### src/core/cwd_defs.vh
// Constants for the configuration word decoder: addresses, field positions, erased value.
// Assumes inclusion by the decoder and memory design files, not the pin synchroniser; definitions only.
`ifndef CWD_DEFS_VH
`define CWD_DEFS_VH

// ****************************************************************************
// Address map
// ****************************************************************************
`define CWD_ADDR_W        14
`define CWD_CFG_ADDR      14'h2007
`define CWD_TEST_LO       14'h2000
`define CWD_TEST_HI       14'h3FFF
`define CWD_CAL_LO        14'h2000
`define CWD_CAL_HI        14'h2006
`define CWD_PROG_TOP      14'h0FFF

// ****************************************************************************
// Word layout
// ****************************************************************************
`define CWD_WORD_W        14
`define CWD_ERASED        14'h3FFF
`define CWD_RSVD_MASK     14'h3F42
`define CWD_BIT_OSC       0
`define CWD_BIT_WDT       2
`define CWD_BIT_PWRT      3
`define CWD_BIT_PROGRAM_PROTECT_LO      4
`define CWD_BIT_PROGRAM_PROTECT_HI      5
`define CWD_BIT_CPC       7

`endif

### src/core/cwd_decoder.v
// Configuration word decoder: holds the configuration word and test space cells,
// and drives the static option outputs and memory-access guards.
// Assumes a programmer port on mclk and a programming-mode pin from outside.
//
// Our own choices: the strobed register port and the placing of the registers.
`timescale 1ns/10ps
`include "cwd_defs.vh"

module cwd_decoder (
  input  wire                    mclk,
  input  wire                    rst_n,
  input  wire                    prog_mode_pin,
  input  wire [`CWD_ADDR_W-1:0]  addr,
  input  wire [`CWD_WORD_W-1:0]  wdata,
  input  wire                    wr_stb,
  input  wire                    rd_stb,
  output reg  [`CWD_WORD_W-1:0]  rdata,
  output reg                     oscillator_source_select,
  output reg                     crystal_oscillator_mode,
  output reg                     watchdog_enable,
  output reg                     powerup_timer_enable_n,
  output reg                     program_protect_hi,
  output reg                     program_protect_lo,
  output reg                     calib_space_protect,
  output reg                     prog_read_allow,
  output reg                     prog_write_allow,
  output reg                     calib_write_allow,
  output reg                     prog_write_pulse,
  output reg                     access_error
);

  // ****************************************************************************
  // Programming-mode pin synchroniser
  // ****************************************************************************
  wire prog_mode;

  cwd_pin_sync #(
    .RESET_VAL (1'b0)
  ) u_prog_sync (
    .mclk      (mclk),
    .rst_n     (rst_n),
    .pin_in    (prog_mode_pin),
    .level_out (prog_mode)
  );

  // ****************************************************************************
  // Address decode helpers
  // ****************************************************************************
  function in_range;
    input [`CWD_ADDR_W-1:0] a;
    input [`CWD_ADDR_W-1:0] lo;
    input [`CWD_ADDR_W-1:0] hi;
    begin
      in_range = (a >= lo) && (a <= hi);
    end
  endfunction

  wire in_test  = in_range(addr, `CWD_TEST_LO, `CWD_TEST_HI);
  wire in_cal   = in_range(addr, `CWD_CAL_LO, `CWD_CAL_HI);
  wire in_cfg   = (addr == `CWD_CFG_ADDR);
  wire in_prog  = in_range(addr, {`CWD_ADDR_W{1'b0}}, `CWD_PROG_TOP);

  // Test cells are only the eight words 2000h..2007h; the rest of test space reads erased
  wire in_cell  = in_cal | in_cfg;
  wire [2:0] cell_idx = addr[2:0];

  // ****************************************************************************
  // Access qualification
  // ****************************************************************************
  reg  [`CWD_WORD_W-1:0] cfg_reg;
  wire prog_ok_now = cfg_reg[`CWD_BIT_PROGRAM_PROTECT_HI] & cfg_reg[`CWD_BIT_PROGRAM_PROTECT_LO];
  wire cal_wr_ok   = cfg_reg[`CWD_BIT_CPC];

  // Test space needs programming mode; calibration writes need CALIB_SPACE_PROTECT; config word writable in programming mode whatever the protect bits
  wire test_ok  = in_test & prog_mode;
  wire cell_wr  = wr_stb & test_ok & in_cell & (in_cfg | cal_wr_ok);
  wire prog_wr  = wr_stb & in_prog & prog_mode & prog_ok_now;
  wire bad_wr   = wr_stb & ~cell_wr & ~prog_wr;
  wire bad_rd   = rd_stb & ((in_test & ~prog_mode) | (in_prog & ~prog_ok_now));

  // Reserved bits of the config word are never cleared, so they stay one
  wire [`CWD_WORD_W-1:0] wr_word = in_cfg ? (wdata | `CWD_RSVD_MASK) : wdata;

  // ****************************************************************************
  // Test-space cells
  // ****************************************************************************
  wire [`CWD_WORD_W-1:0] cell_rdata;

  cwd_word_mem #(
    .DEPTH_W (3)
  ) u_mem (
    .mclk    (mclk),
    .rst_n   (rst_n),
    .wr_en   (cell_wr),
    .wr_addr (cell_idx),
    .wr_data (wr_word),
    .rd_addr (cell_idx),
    .rd_data (cell_rdata)
  );

  // ****************************************************************************
  // Shadow of the configuration word
  // ****************************************************************************
  // Kept beside the memory so decode needs no read port; programming only clears bits
  always @(posedge mclk or negedge rst_n) begin
    if (!rst_n) begin
      cfg_reg <= `CWD_ERASED;
    end else if (cell_wr && in_cfg) begin
      cfg_reg <= cfg_reg & wr_word;
    end
  end

  // ****************************************************************************
  // Read path
  // ****************************************************************************
  reg rd_pend_reg;
  reg rd_cell_reg;
  reg rd_ok_reg;

  // Remember what kind of read was issued; data appear one cycle after the strobe
  always @(posedge mclk or negedge rst_n) begin
    if (!rst_n) begin
      rd_pend_reg <= 1'b0;
      rd_cell_reg <= 1'b0;
      rd_ok_reg   <= 1'b0;
    end else begin
      rd_pend_reg <= rd_stb;
      rd_cell_reg <= in_cell;
      rd_ok_reg   <= rd_stb & test_ok;
    end
  end

  // Blocked or outside reads return zero; cells give their data, other test space reads erased
  reg [`CWD_WORD_W-1:0] rdata_next;
  always @* begin
    rdata_next = {`CWD_WORD_W{1'b0}};
    if (rd_pend_reg && rd_ok_reg) begin
      rdata_next = rd_cell_reg ? cell_rdata : `CWD_ERASED;
    end
  end

  // Read data stand only in the cycle after the strobe; limitation: program array is not held here
  always @* begin
    rdata = rdata_next;
  end

  // ****************************************************************************
  // Decoded option outputs
  // ****************************************************************************
  // Registered so the consumers see clean levels; they follow the word one cycle late
  always @(posedge mclk or negedge rst_n) begin
    if (!rst_n) begin
      oscillator_source_select <= 1'b1;
      crystal_oscillator_mode  <= 1'b0;
      watchdog_enable          <= 1'b1;
      powerup_timer_enable_n   <= 1'b1;
      program_protect_hi       <= 1'b1;
      program_protect_lo       <= 1'b1;
      calib_space_protect      <= 1'b1;
      prog_read_allow          <= 1'b1;
      prog_write_allow         <= 1'b1;
      calib_write_allow        <= 1'b1;
      prog_write_pulse         <= 1'b0;
      access_error             <= 1'b0;
    end else begin
      oscillator_source_select <= cfg_reg[`CWD_BIT_OSC];
      crystal_oscillator_mode  <= ~cfg_reg[`CWD_BIT_OSC];
      watchdog_enable          <= cfg_reg[`CWD_BIT_WDT];
      powerup_timer_enable_n   <= cfg_reg[`CWD_BIT_PWRT];
      program_protect_hi       <= cfg_reg[`CWD_BIT_PROGRAM_PROTECT_HI];
      program_protect_lo       <= cfg_reg[`CWD_BIT_PROGRAM_PROTECT_LO];
      calib_space_protect      <= cfg_reg[`CWD_BIT_CPC];
      prog_read_allow          <= prog_ok_now;
      prog_write_allow         <= prog_ok_now;
      calib_write_allow        <= cal_wr_ok;
      prog_write_pulse         <= prog_wr;
      access_error             <= bad_wr | bad_rd;
    end
  end

endmodule // cwd_decoder

### src/core/cwd_pin_sync.v
// Three-flop synchroniser for a level from a pin.
// Assumes the input is asynchronous to mclk.
`timescale 1ns/10ps

module cwd_pin_sync #(
  parameter RESET_VAL = 1'b0
) (
  input  wire mclk,
  input  wire rst_n,
  input  wire pin_in,
  output reg  level_out
);

  // ****************************************************************************
  // Synchroniser
  // ****************************************************************************
  reg meta_reg;
  reg s2_reg;
  reg s3_reg;

  // Change accepted only when stages two and three agree; first stage feeds only s2
  always @(posedge mclk or negedge rst_n) begin
    if (!rst_n) begin
      meta_reg  <= RESET_VAL;
      s2_reg    <= RESET_VAL;
      s3_reg    <= RESET_VAL;
      level_out <= RESET_VAL;
    end else begin
      meta_reg <= pin_in;
      s2_reg   <= meta_reg;
      s3_reg   <= s2_reg;
      if (s2_reg == s3_reg) begin
        level_out <= s3_reg;
      end
    end
  end

endmodule // cwd_pin_sync

### src/core/cwd_word_mem.v
// Little memory holding the configuration word and its neighbours in test space.
// Assumes a single clock; read data come out of a register one cycle later.
`timescale 1ns/10ps
`include "cwd_defs.vh"

module cwd_word_mem #(
  parameter DEPTH_W = 3
) (
  input  wire                      mclk,
  input  wire                      rst_n,
  input  wire                      wr_en,
  input  wire [DEPTH_W-1:0]        wr_addr,
  input  wire [`CWD_WORD_W-1:0]    wr_data,
  input  wire [DEPTH_W-1:0]        rd_addr,
  output reg  [`CWD_WORD_W-1:0]    rd_data
);

  // ****************************************************************************
  // Storage
  // ****************************************************************************
  reg [`CWD_WORD_W-1:0] mem_reg [0:(1<<DEPTH_W)-1];
  integer i;

  // Erased cells read as all ones, like unprogrammed EPROM
  always @(posedge mclk or negedge rst_n) begin
    if (!rst_n) begin
      for (i = 0; i < (1<<DEPTH_W); i = i + 1) begin
        mem_reg[i] <= `CWD_ERASED;
      end
      rd_data <= `CWD_ERASED;
    end else begin
      if (wr_en) begin
        mem_reg[wr_addr] <= mem_reg[wr_addr] & wr_data;  // Programming only clears bits
      end
      rd_data <= mem_reg[rd_addr];
    end
  end

endmodule // cwd_word_mem

### config.mk
export PLATFORM = sky130hd
export DESIGN_NAME = cwd_decoder
export DESIGN_NICKNAME = d
export VERILOG_FILES = /design/src/core/cwd_decoder.v /design/src/core/cwd_pin_sync.v /design/src/core/cwd_word_mem.v
export VERILOG_INCLUDE_DIRS = /design/src /design/src/core
export SDC_FILE = /design/constraint.sdc
export NUM_CORES = 1
export LEC_CHECK = 0
export BUFFER_PORTS_ARGS = -buffer_cell sky130_fd_sc_hd__buf_2
export CAP_MARGIN = 10
export CORE_UTILIZATION = 59
export DETAILED_ROUTE_END_ITERATION = 10
export PLACE_DENSITY = 0.82
export SKIP_LAST_GASP = 1
export SLEW_MARGIN = 30
export SYNTH_ARGS = -nofsm -noshare
export SYNTH_HDL_FRONTEND = slang
export SYNTH_SLANG_ARGS = --single-unit
### constraint.sdc
create_clock -name mclk -period 1.8 [get_ports mclk]
set_input_delay 0.36 -clock mclk [delete_from_list [all_inputs] [get_ports mclk]]
set_output_delay 0.36 -clock mclk [all_outputs]
set_load 0.01 [all_outputs]
-- Word level (Yosys, flattened, before mapping)
Index checks and enable logic that the tools add are counted.
Widths: inputs -> output; s select.
- memory bits (read-only): 0
- bits in writable memories: 0
- bits in registers: 157
- memories kept: 0
- bits in latches: 0
- input port bits: 33
- logic and storage cells: 77
- bitwise gates (word level): 26
- eq/ne operators: 2
- shift operators: 0
- div/mod/pow operators: 0
- magnitude comparators: 7
- add/sub/neg operators: 0
- mux-type cells: 9
- reductions and logical operators: 6
- $mul: 0
- operators by type and width (kind ; count):
    $bwmux 112 ; 1
    $mux 14 ; 6
    $bmux 14 s3 ; 1
    $demux 14 s3 ; 1
    $and 14x14->14 ; 2
    $le 14x14->1 const B ; 2
    $and 1x1->1 ; 14
    $eq 14x14->1 const B ; 1
    $ge 14x1->1 const B ; 1
    $ge 14x14->1 const B ; 1
    $le 14x12->1 const B ; 1
    $logic_and 1x1->1 ; 6
    $not 1->1 ; 5
    $ge 4x4->1 const B ; 1
    $lt 4x1->1 const B ; 1
    $not 3->4 ; 1
    $or 1x1->1 ; 4
    $eq 1x1->1 ; 1

-- Logic depth before layout (Yosys ltp)
- word-level depth: 10
- gate-level depth with buffers: 8
- mapped depth without buffers: 5

-- Cells and area by module
A second synthesis with hierarchy kept.
- cells, all modules: 676
- area total of the unflattened synthesis: 7657.3 sq um
- modules (own cells, without submodules) (module ; instances ; area an instance (sq um) ; cells each ; seq. area each (sq um)):
    cwd_word_mem ; 1 ; 6668.9 ; 584 ; 3310.7
    cwd_decoder ; 1 ; 877.1 ; 87 ; 491.7
    cwd_pin_sync ; 1 ; 111.4 ; 5 ; 100.1

-- Least setup slack after synthesis
Ideal clock, no wire load.
- kind: input -> register
- start point: input port addr[0]
- end point: register u_mem.mem_reg[111] (netlist name)
- data arrival time: 1.698 ns
- library setup time: 0.082 ns
- buffers on the path: 3
- path slack: 0.020 ns
- stages: 8
- path through: buf_4 buf_6 buf_6 mux2i_1 o22ai_1 a41oi_1 a2bb2oi_2 mux2_4
- longest elaborated chain between the ends: 6
- elaborated cells on any way between the ends: 24
- classes of those cells: order compare (5); eq/ne (1); mux (7); bitwise (8); reduce/logical (3)
- ends and longest elaborated chain (item ; RTL line ; text):
    start, declared ; cwd_decoder.v:13 ; input wire [`CWD_ADDR_W-1:0] addr,
    $ge 14x14->1 (tied with other cells) ; cwd_decoder.v:54 ; in_range = (a >= lo) && (a <= hi);
    $logic_and 1x1->1 (tied with other cells) ; cwd_decoder.v:54 ;
    $and 1x1->1 (tied with other cells) ; cwd_decoder.v:75 ; wire test_ok = in_test & prog_mode;
    $and 1x1->1 / $mux 14 (equally long branches) ; cwd_decoder.v:76, cwd_word_mem.v:33 ;
    $and 1x1->1 (tied with other cells) ; cwd_decoder.v:76 ; wire cell_wr = wr_stb & test_ok & in_cell & (in_cfg | cal_wr_ok);
    $and 1x1->1 / $bwmux 112 (equally long branches) ; cwd_decoder.v:76, cwd_word_mem.v:33 ;
    end signal, assigned by index ; cwd_word_mem.v:28 ; mem_reg[i] <= `CWD_ERASED;
    end signal, assigned by index ; cwd_word_mem.v:33 ; mem_reg[wr_addr] <= mem_reg[wr_addr] & wr_data;
    end, declared ; cwd_word_mem.v:21 ; reg [`CWD_WORD_W-1:0] mem_reg [0:(1<<DEPTH_W)-1];
Several ways; a longest one is shown, not always the timed one. The select of a mux whose other input is x is not followed.
A chain may end at the register's enable or synchronous reset.

-- Worst setup path after layout
- start point: input port addr[5]
- end point: register u_mem.mem_reg[78] (netlist name)
- longest elaborated chain between the ends: 6
- elaborated cells on any way between the ends: 15
- classes of those cells: order compare (3); eq/ne (1); mux (2); bitwise (7); reduce/logical (2)
- ends and longest elaborated chain (item ; RTL line):
    $ge 14x14->1 / $le 14x14->1 (equally long branches) ; cwd_decoder.v:54
    $logic_and 1x1->1 ; cwd_decoder.v:54
    $and 1x1->1 ; cwd_decoder.v:75
    $and 1x1->1 (3 in series) ; cwd_decoder.v:76
Several ways; a longest one is shown, not always the timed one.

==> impl_results.md <==
* Detailed Routing Iterations Pass 1 at 5
* Status: completed
* Max reg flops at 112
* Max cap viols at 0
* Leakage at 3.199 nW
* CP max FO at 14
* Reg-to-reg endpoint: u_mem.mem_reg[78]$_DFFE_PN1P_
* Max clock buf depth at 2
* Hold Crit Class: input pin to flip-flop
* Reg2Reg Setup Slack at 90 ps
* Mapped Nets at 620
* Register area at 0.003902 mm2
* First-pass GRT wire length at 25.36 mm
* Psw at 0.001483 W
* Rows at 38
* Mapped Cells at 587
* Routed wire length at 15.46 mm
* Final setup viols at 0
* Worst R2R Path Depth at 4
* CP startpoint: addr[5]
* Port Buffers at 58
* Via Count at 4925
* Post-CTS setup buffers at 0
* Syn Area/Cell at 11.35 um2
* Max VDD drop at 701.4 uV
* Die footprint at 0.01172 mm2
* Synth async-reset ratio at 1.000
* Die Width at 108.3 um
* Global route overflow at 0
* Fillers at 743
* Comb pwr share at 0.053
* Post-route ant nets at 0
* Drt wl/cell at 18.43 um
* Largest cells by area after synthesis: dfstp_2 (55%), o21ai_1 (7.4%), nand2_1 (6.8%), buf_6 (4.6%), dfrtp_1 (3.8%)
* Clock skew at 6.394 ps
* Initial drt markers at 328
* Min Clock Period, post-route at 1743 ps
* Clk sink count at 149
* Power density over the cells at 874.3 mW/mm2
* WP data arrival at 2080 ps
* Vias per cell at 5.870
* EDFF count, synth at 0
* Die H at 108.3 um
* Seq pwr share at 0.491
* Mapped Area at 0.006664 mm2
* Int Pwr at 0.005427 W
* Number of synthesized register bits at 149
* CTS Buf Count at 17
* Yosys warns at 0
* Cells after DPL at 807
* RSZ-0062 raised after global routing: yes
* Slew Viols, Final at 0
* Initial core utilization at 0.6094
* CP Capture Point: u_mem.mem_reg[78]$_DFFE_PN1P_
* Worst slack, placed at -303.0 ps
* Final cell count without fillers at 839
* Post-synthesis sequential area ratio at 0.5856
* Slew margin rel. at 0.6045
* Diode count at 0
* Hold Fails Final Rpt at 0
* Distinct cells, synth at 46
* Nets at 720
* I/O pins at 59
* Clk root buf: clkbuf_16
* Worst setup EP type: flip-flop
* Top-area cell type share of the netlist area at 0.5481
* Clk pwr share at 0.455
* CP Launch Type: input pin
* Sw Share at 0.2146
* RR Startpoint: u_prog_sync.level_out$_DFFE_PN0N_
* Initial antenna violation count at 0
* CTS tree: done
* Fmax at 573.7 MHz
* Share of cells above drive strength 1 at 0.4721
* Detailed Place HPWL at 10.47 mm
* Critical Path RT at 2140 ps
* Worst hold slack at 50.07 ps
* Dominant cell type by area after synthesis: dfstp_2
* DRC violations left at 0
* Largest net degree at the start of global routing at 51
* CTS H-tree depth at 4
* Multi-input gate area at 0.002291 mm2
* Core region area at 0.01094 mm2
* Main synth FF type: dfstp_2
* Final period util at 0.9683
* Worst setup margin at 57.01 ps
* GR Util All Layers at 0.2935
* Worst-Skew Late Latency at 420 ps
* GPL Wtd Cong at 0.8332
* Worst setup path class: input pin to flip-flop
* Least-Margin Pin Slew at 589.3 ps
* Area grow syn2layout at 18.61%
* Clock transition at the registers of the reported paths at 50 ps
* Vias in the first global route at 5077
[how the worst min path moves through the flow]
stage	startpoint	endpoint	slack (ps)	depth (start not counted)
finish	prog_mode_pin	u_prog_sync.meta_reg$_DFF_PN0_	50	1
global route	prog_mode_pin	u_prog_sync.meta_reg$_DFF_PN0_	40	1
CTS	prog_mode_pin	u_prog_sync.meta_reg$_DFF_PN0_	40	1
detailed placement	rst_n	crystal_oscillator_mode$_DFF_PN0_	340	1
global placement	rst_n	crystal_oscillator_mode$_DFF_PN0_	330	1
floorplan	rst_n	access_error$_DFF_PN0_	60	0
[cell usage in the layout (no fill, tap or decap), drive strengths merged, types with 17 or more instances in the layout]
cell type / instances
a21oi: 17
buf: 129
clkbuf: 26
dfstp: 139
inv: 19
mux2: 20
mux2i: 17
nand2: 120
o21ai: 106
[kinds of logic (layout without fill, tap and decap cells)]
logic type / after synthesis / in the layout / synth area share
AO/OA/AOI/OAI: 153 / 153 / 0.1279
AND/OR/NAND/NOR: 169 / 169 / 0.1158
multiplexers: 47 / 47 / 0.09707
adder cells (fa/ha/maj): 1 / 1 / 0.001502
flip-flops: 149 / 149 / 0.5856
buffers and inverters: 68 / 180 / 0.07210
[timing repair]
| action | 4_1_cts | 5_1_grt |
|---|---|---|
| setup endpoints to repair | 0 | 10 |
| hold endpoints to repair | 1 | 0 |
| hold buffers | 1 | 0 |
| resized for setup | 0 | 2 |
[metrics by stage]
stage / setup TNS, ps / instance area [um2] / total power (W) / utilization
global placement: -15880 / 7360 / 0.003800 / 0.6730
finish: 0 / 7904 / 0.006910 / 0.7228
CTS: 0 / 7894 / 0.006952 / 0.7219
floorplan: 0 / 6664 / 0.003574 / -
detailed placement: -22980 / 7360 / 0.003808 / 0.6730
global route: -27.33 / 7904 / 0.007135 / 0.7228
[layer usage]
metal / global-route usage / routed length [um]
met4: 0.1458 / 385
met1: 0.3803 / 6511
met3: 0.06209 / 1113
met2: 0.4709 / 7450
met5: 0 / 0
[worst max-delay path, stage by stage]
cell and delay (ps):
buf_2 100, nor4_2 390, nand4_2 290, or3_1 520
buf_4 240, o21ai_1 170
[power by group through the flow]
| stage | combinational [W] | clock [W] | sequential [W] |
|---|---|---|---|
| after global placement | 0.000359 | 0 | 0.00344 |
| final | 0.000369 | 0.00315 | 0.00340 |
| after detailed placement | 0.000366 | 0 | 0.00344 |
| after floorplan | 0.000133 | 0 | 0.00344 |
| after global routing | 0.000399 | 0.00334 | 0.00340 |
| after CTS | 0.000372 | 0.00318 | 0.00340 |
[Yosys cell counts, types with 3 or more instances]
cell type    n
o21a_1       5
nand2b_1     6
mux4_2      10
or3_1        9
nor3_1       4
a31oi_1      3
mux2_4       7
buf_6       27
inv_1       19
buf_4        4
nor2_1       5
and3_1       3
dfstp_2    139
o22ai_1     10
clkbuf_1    12
nand3b_1     4
nand2_1    120
nor2b_1      3
buf_2        6
nand3_1      5
dfrtp_1     10
mux2_2       8
o21ai_0      5
a21oi_1     17
mux2_1       5
o21ai_1     99
mux2i_1     17
[layout make-up]
class,instances,share of cell area
tap,140,0.02216
multi-input combinational,370,0.2899
clock buffer,26,0.06316
inverter,19,0.009023
sequential,149,0.4937
timing repair buffer,130,0.1189
clock inverter,5,0.003166
Note: power is estimated with default switching activity, not from simulation.
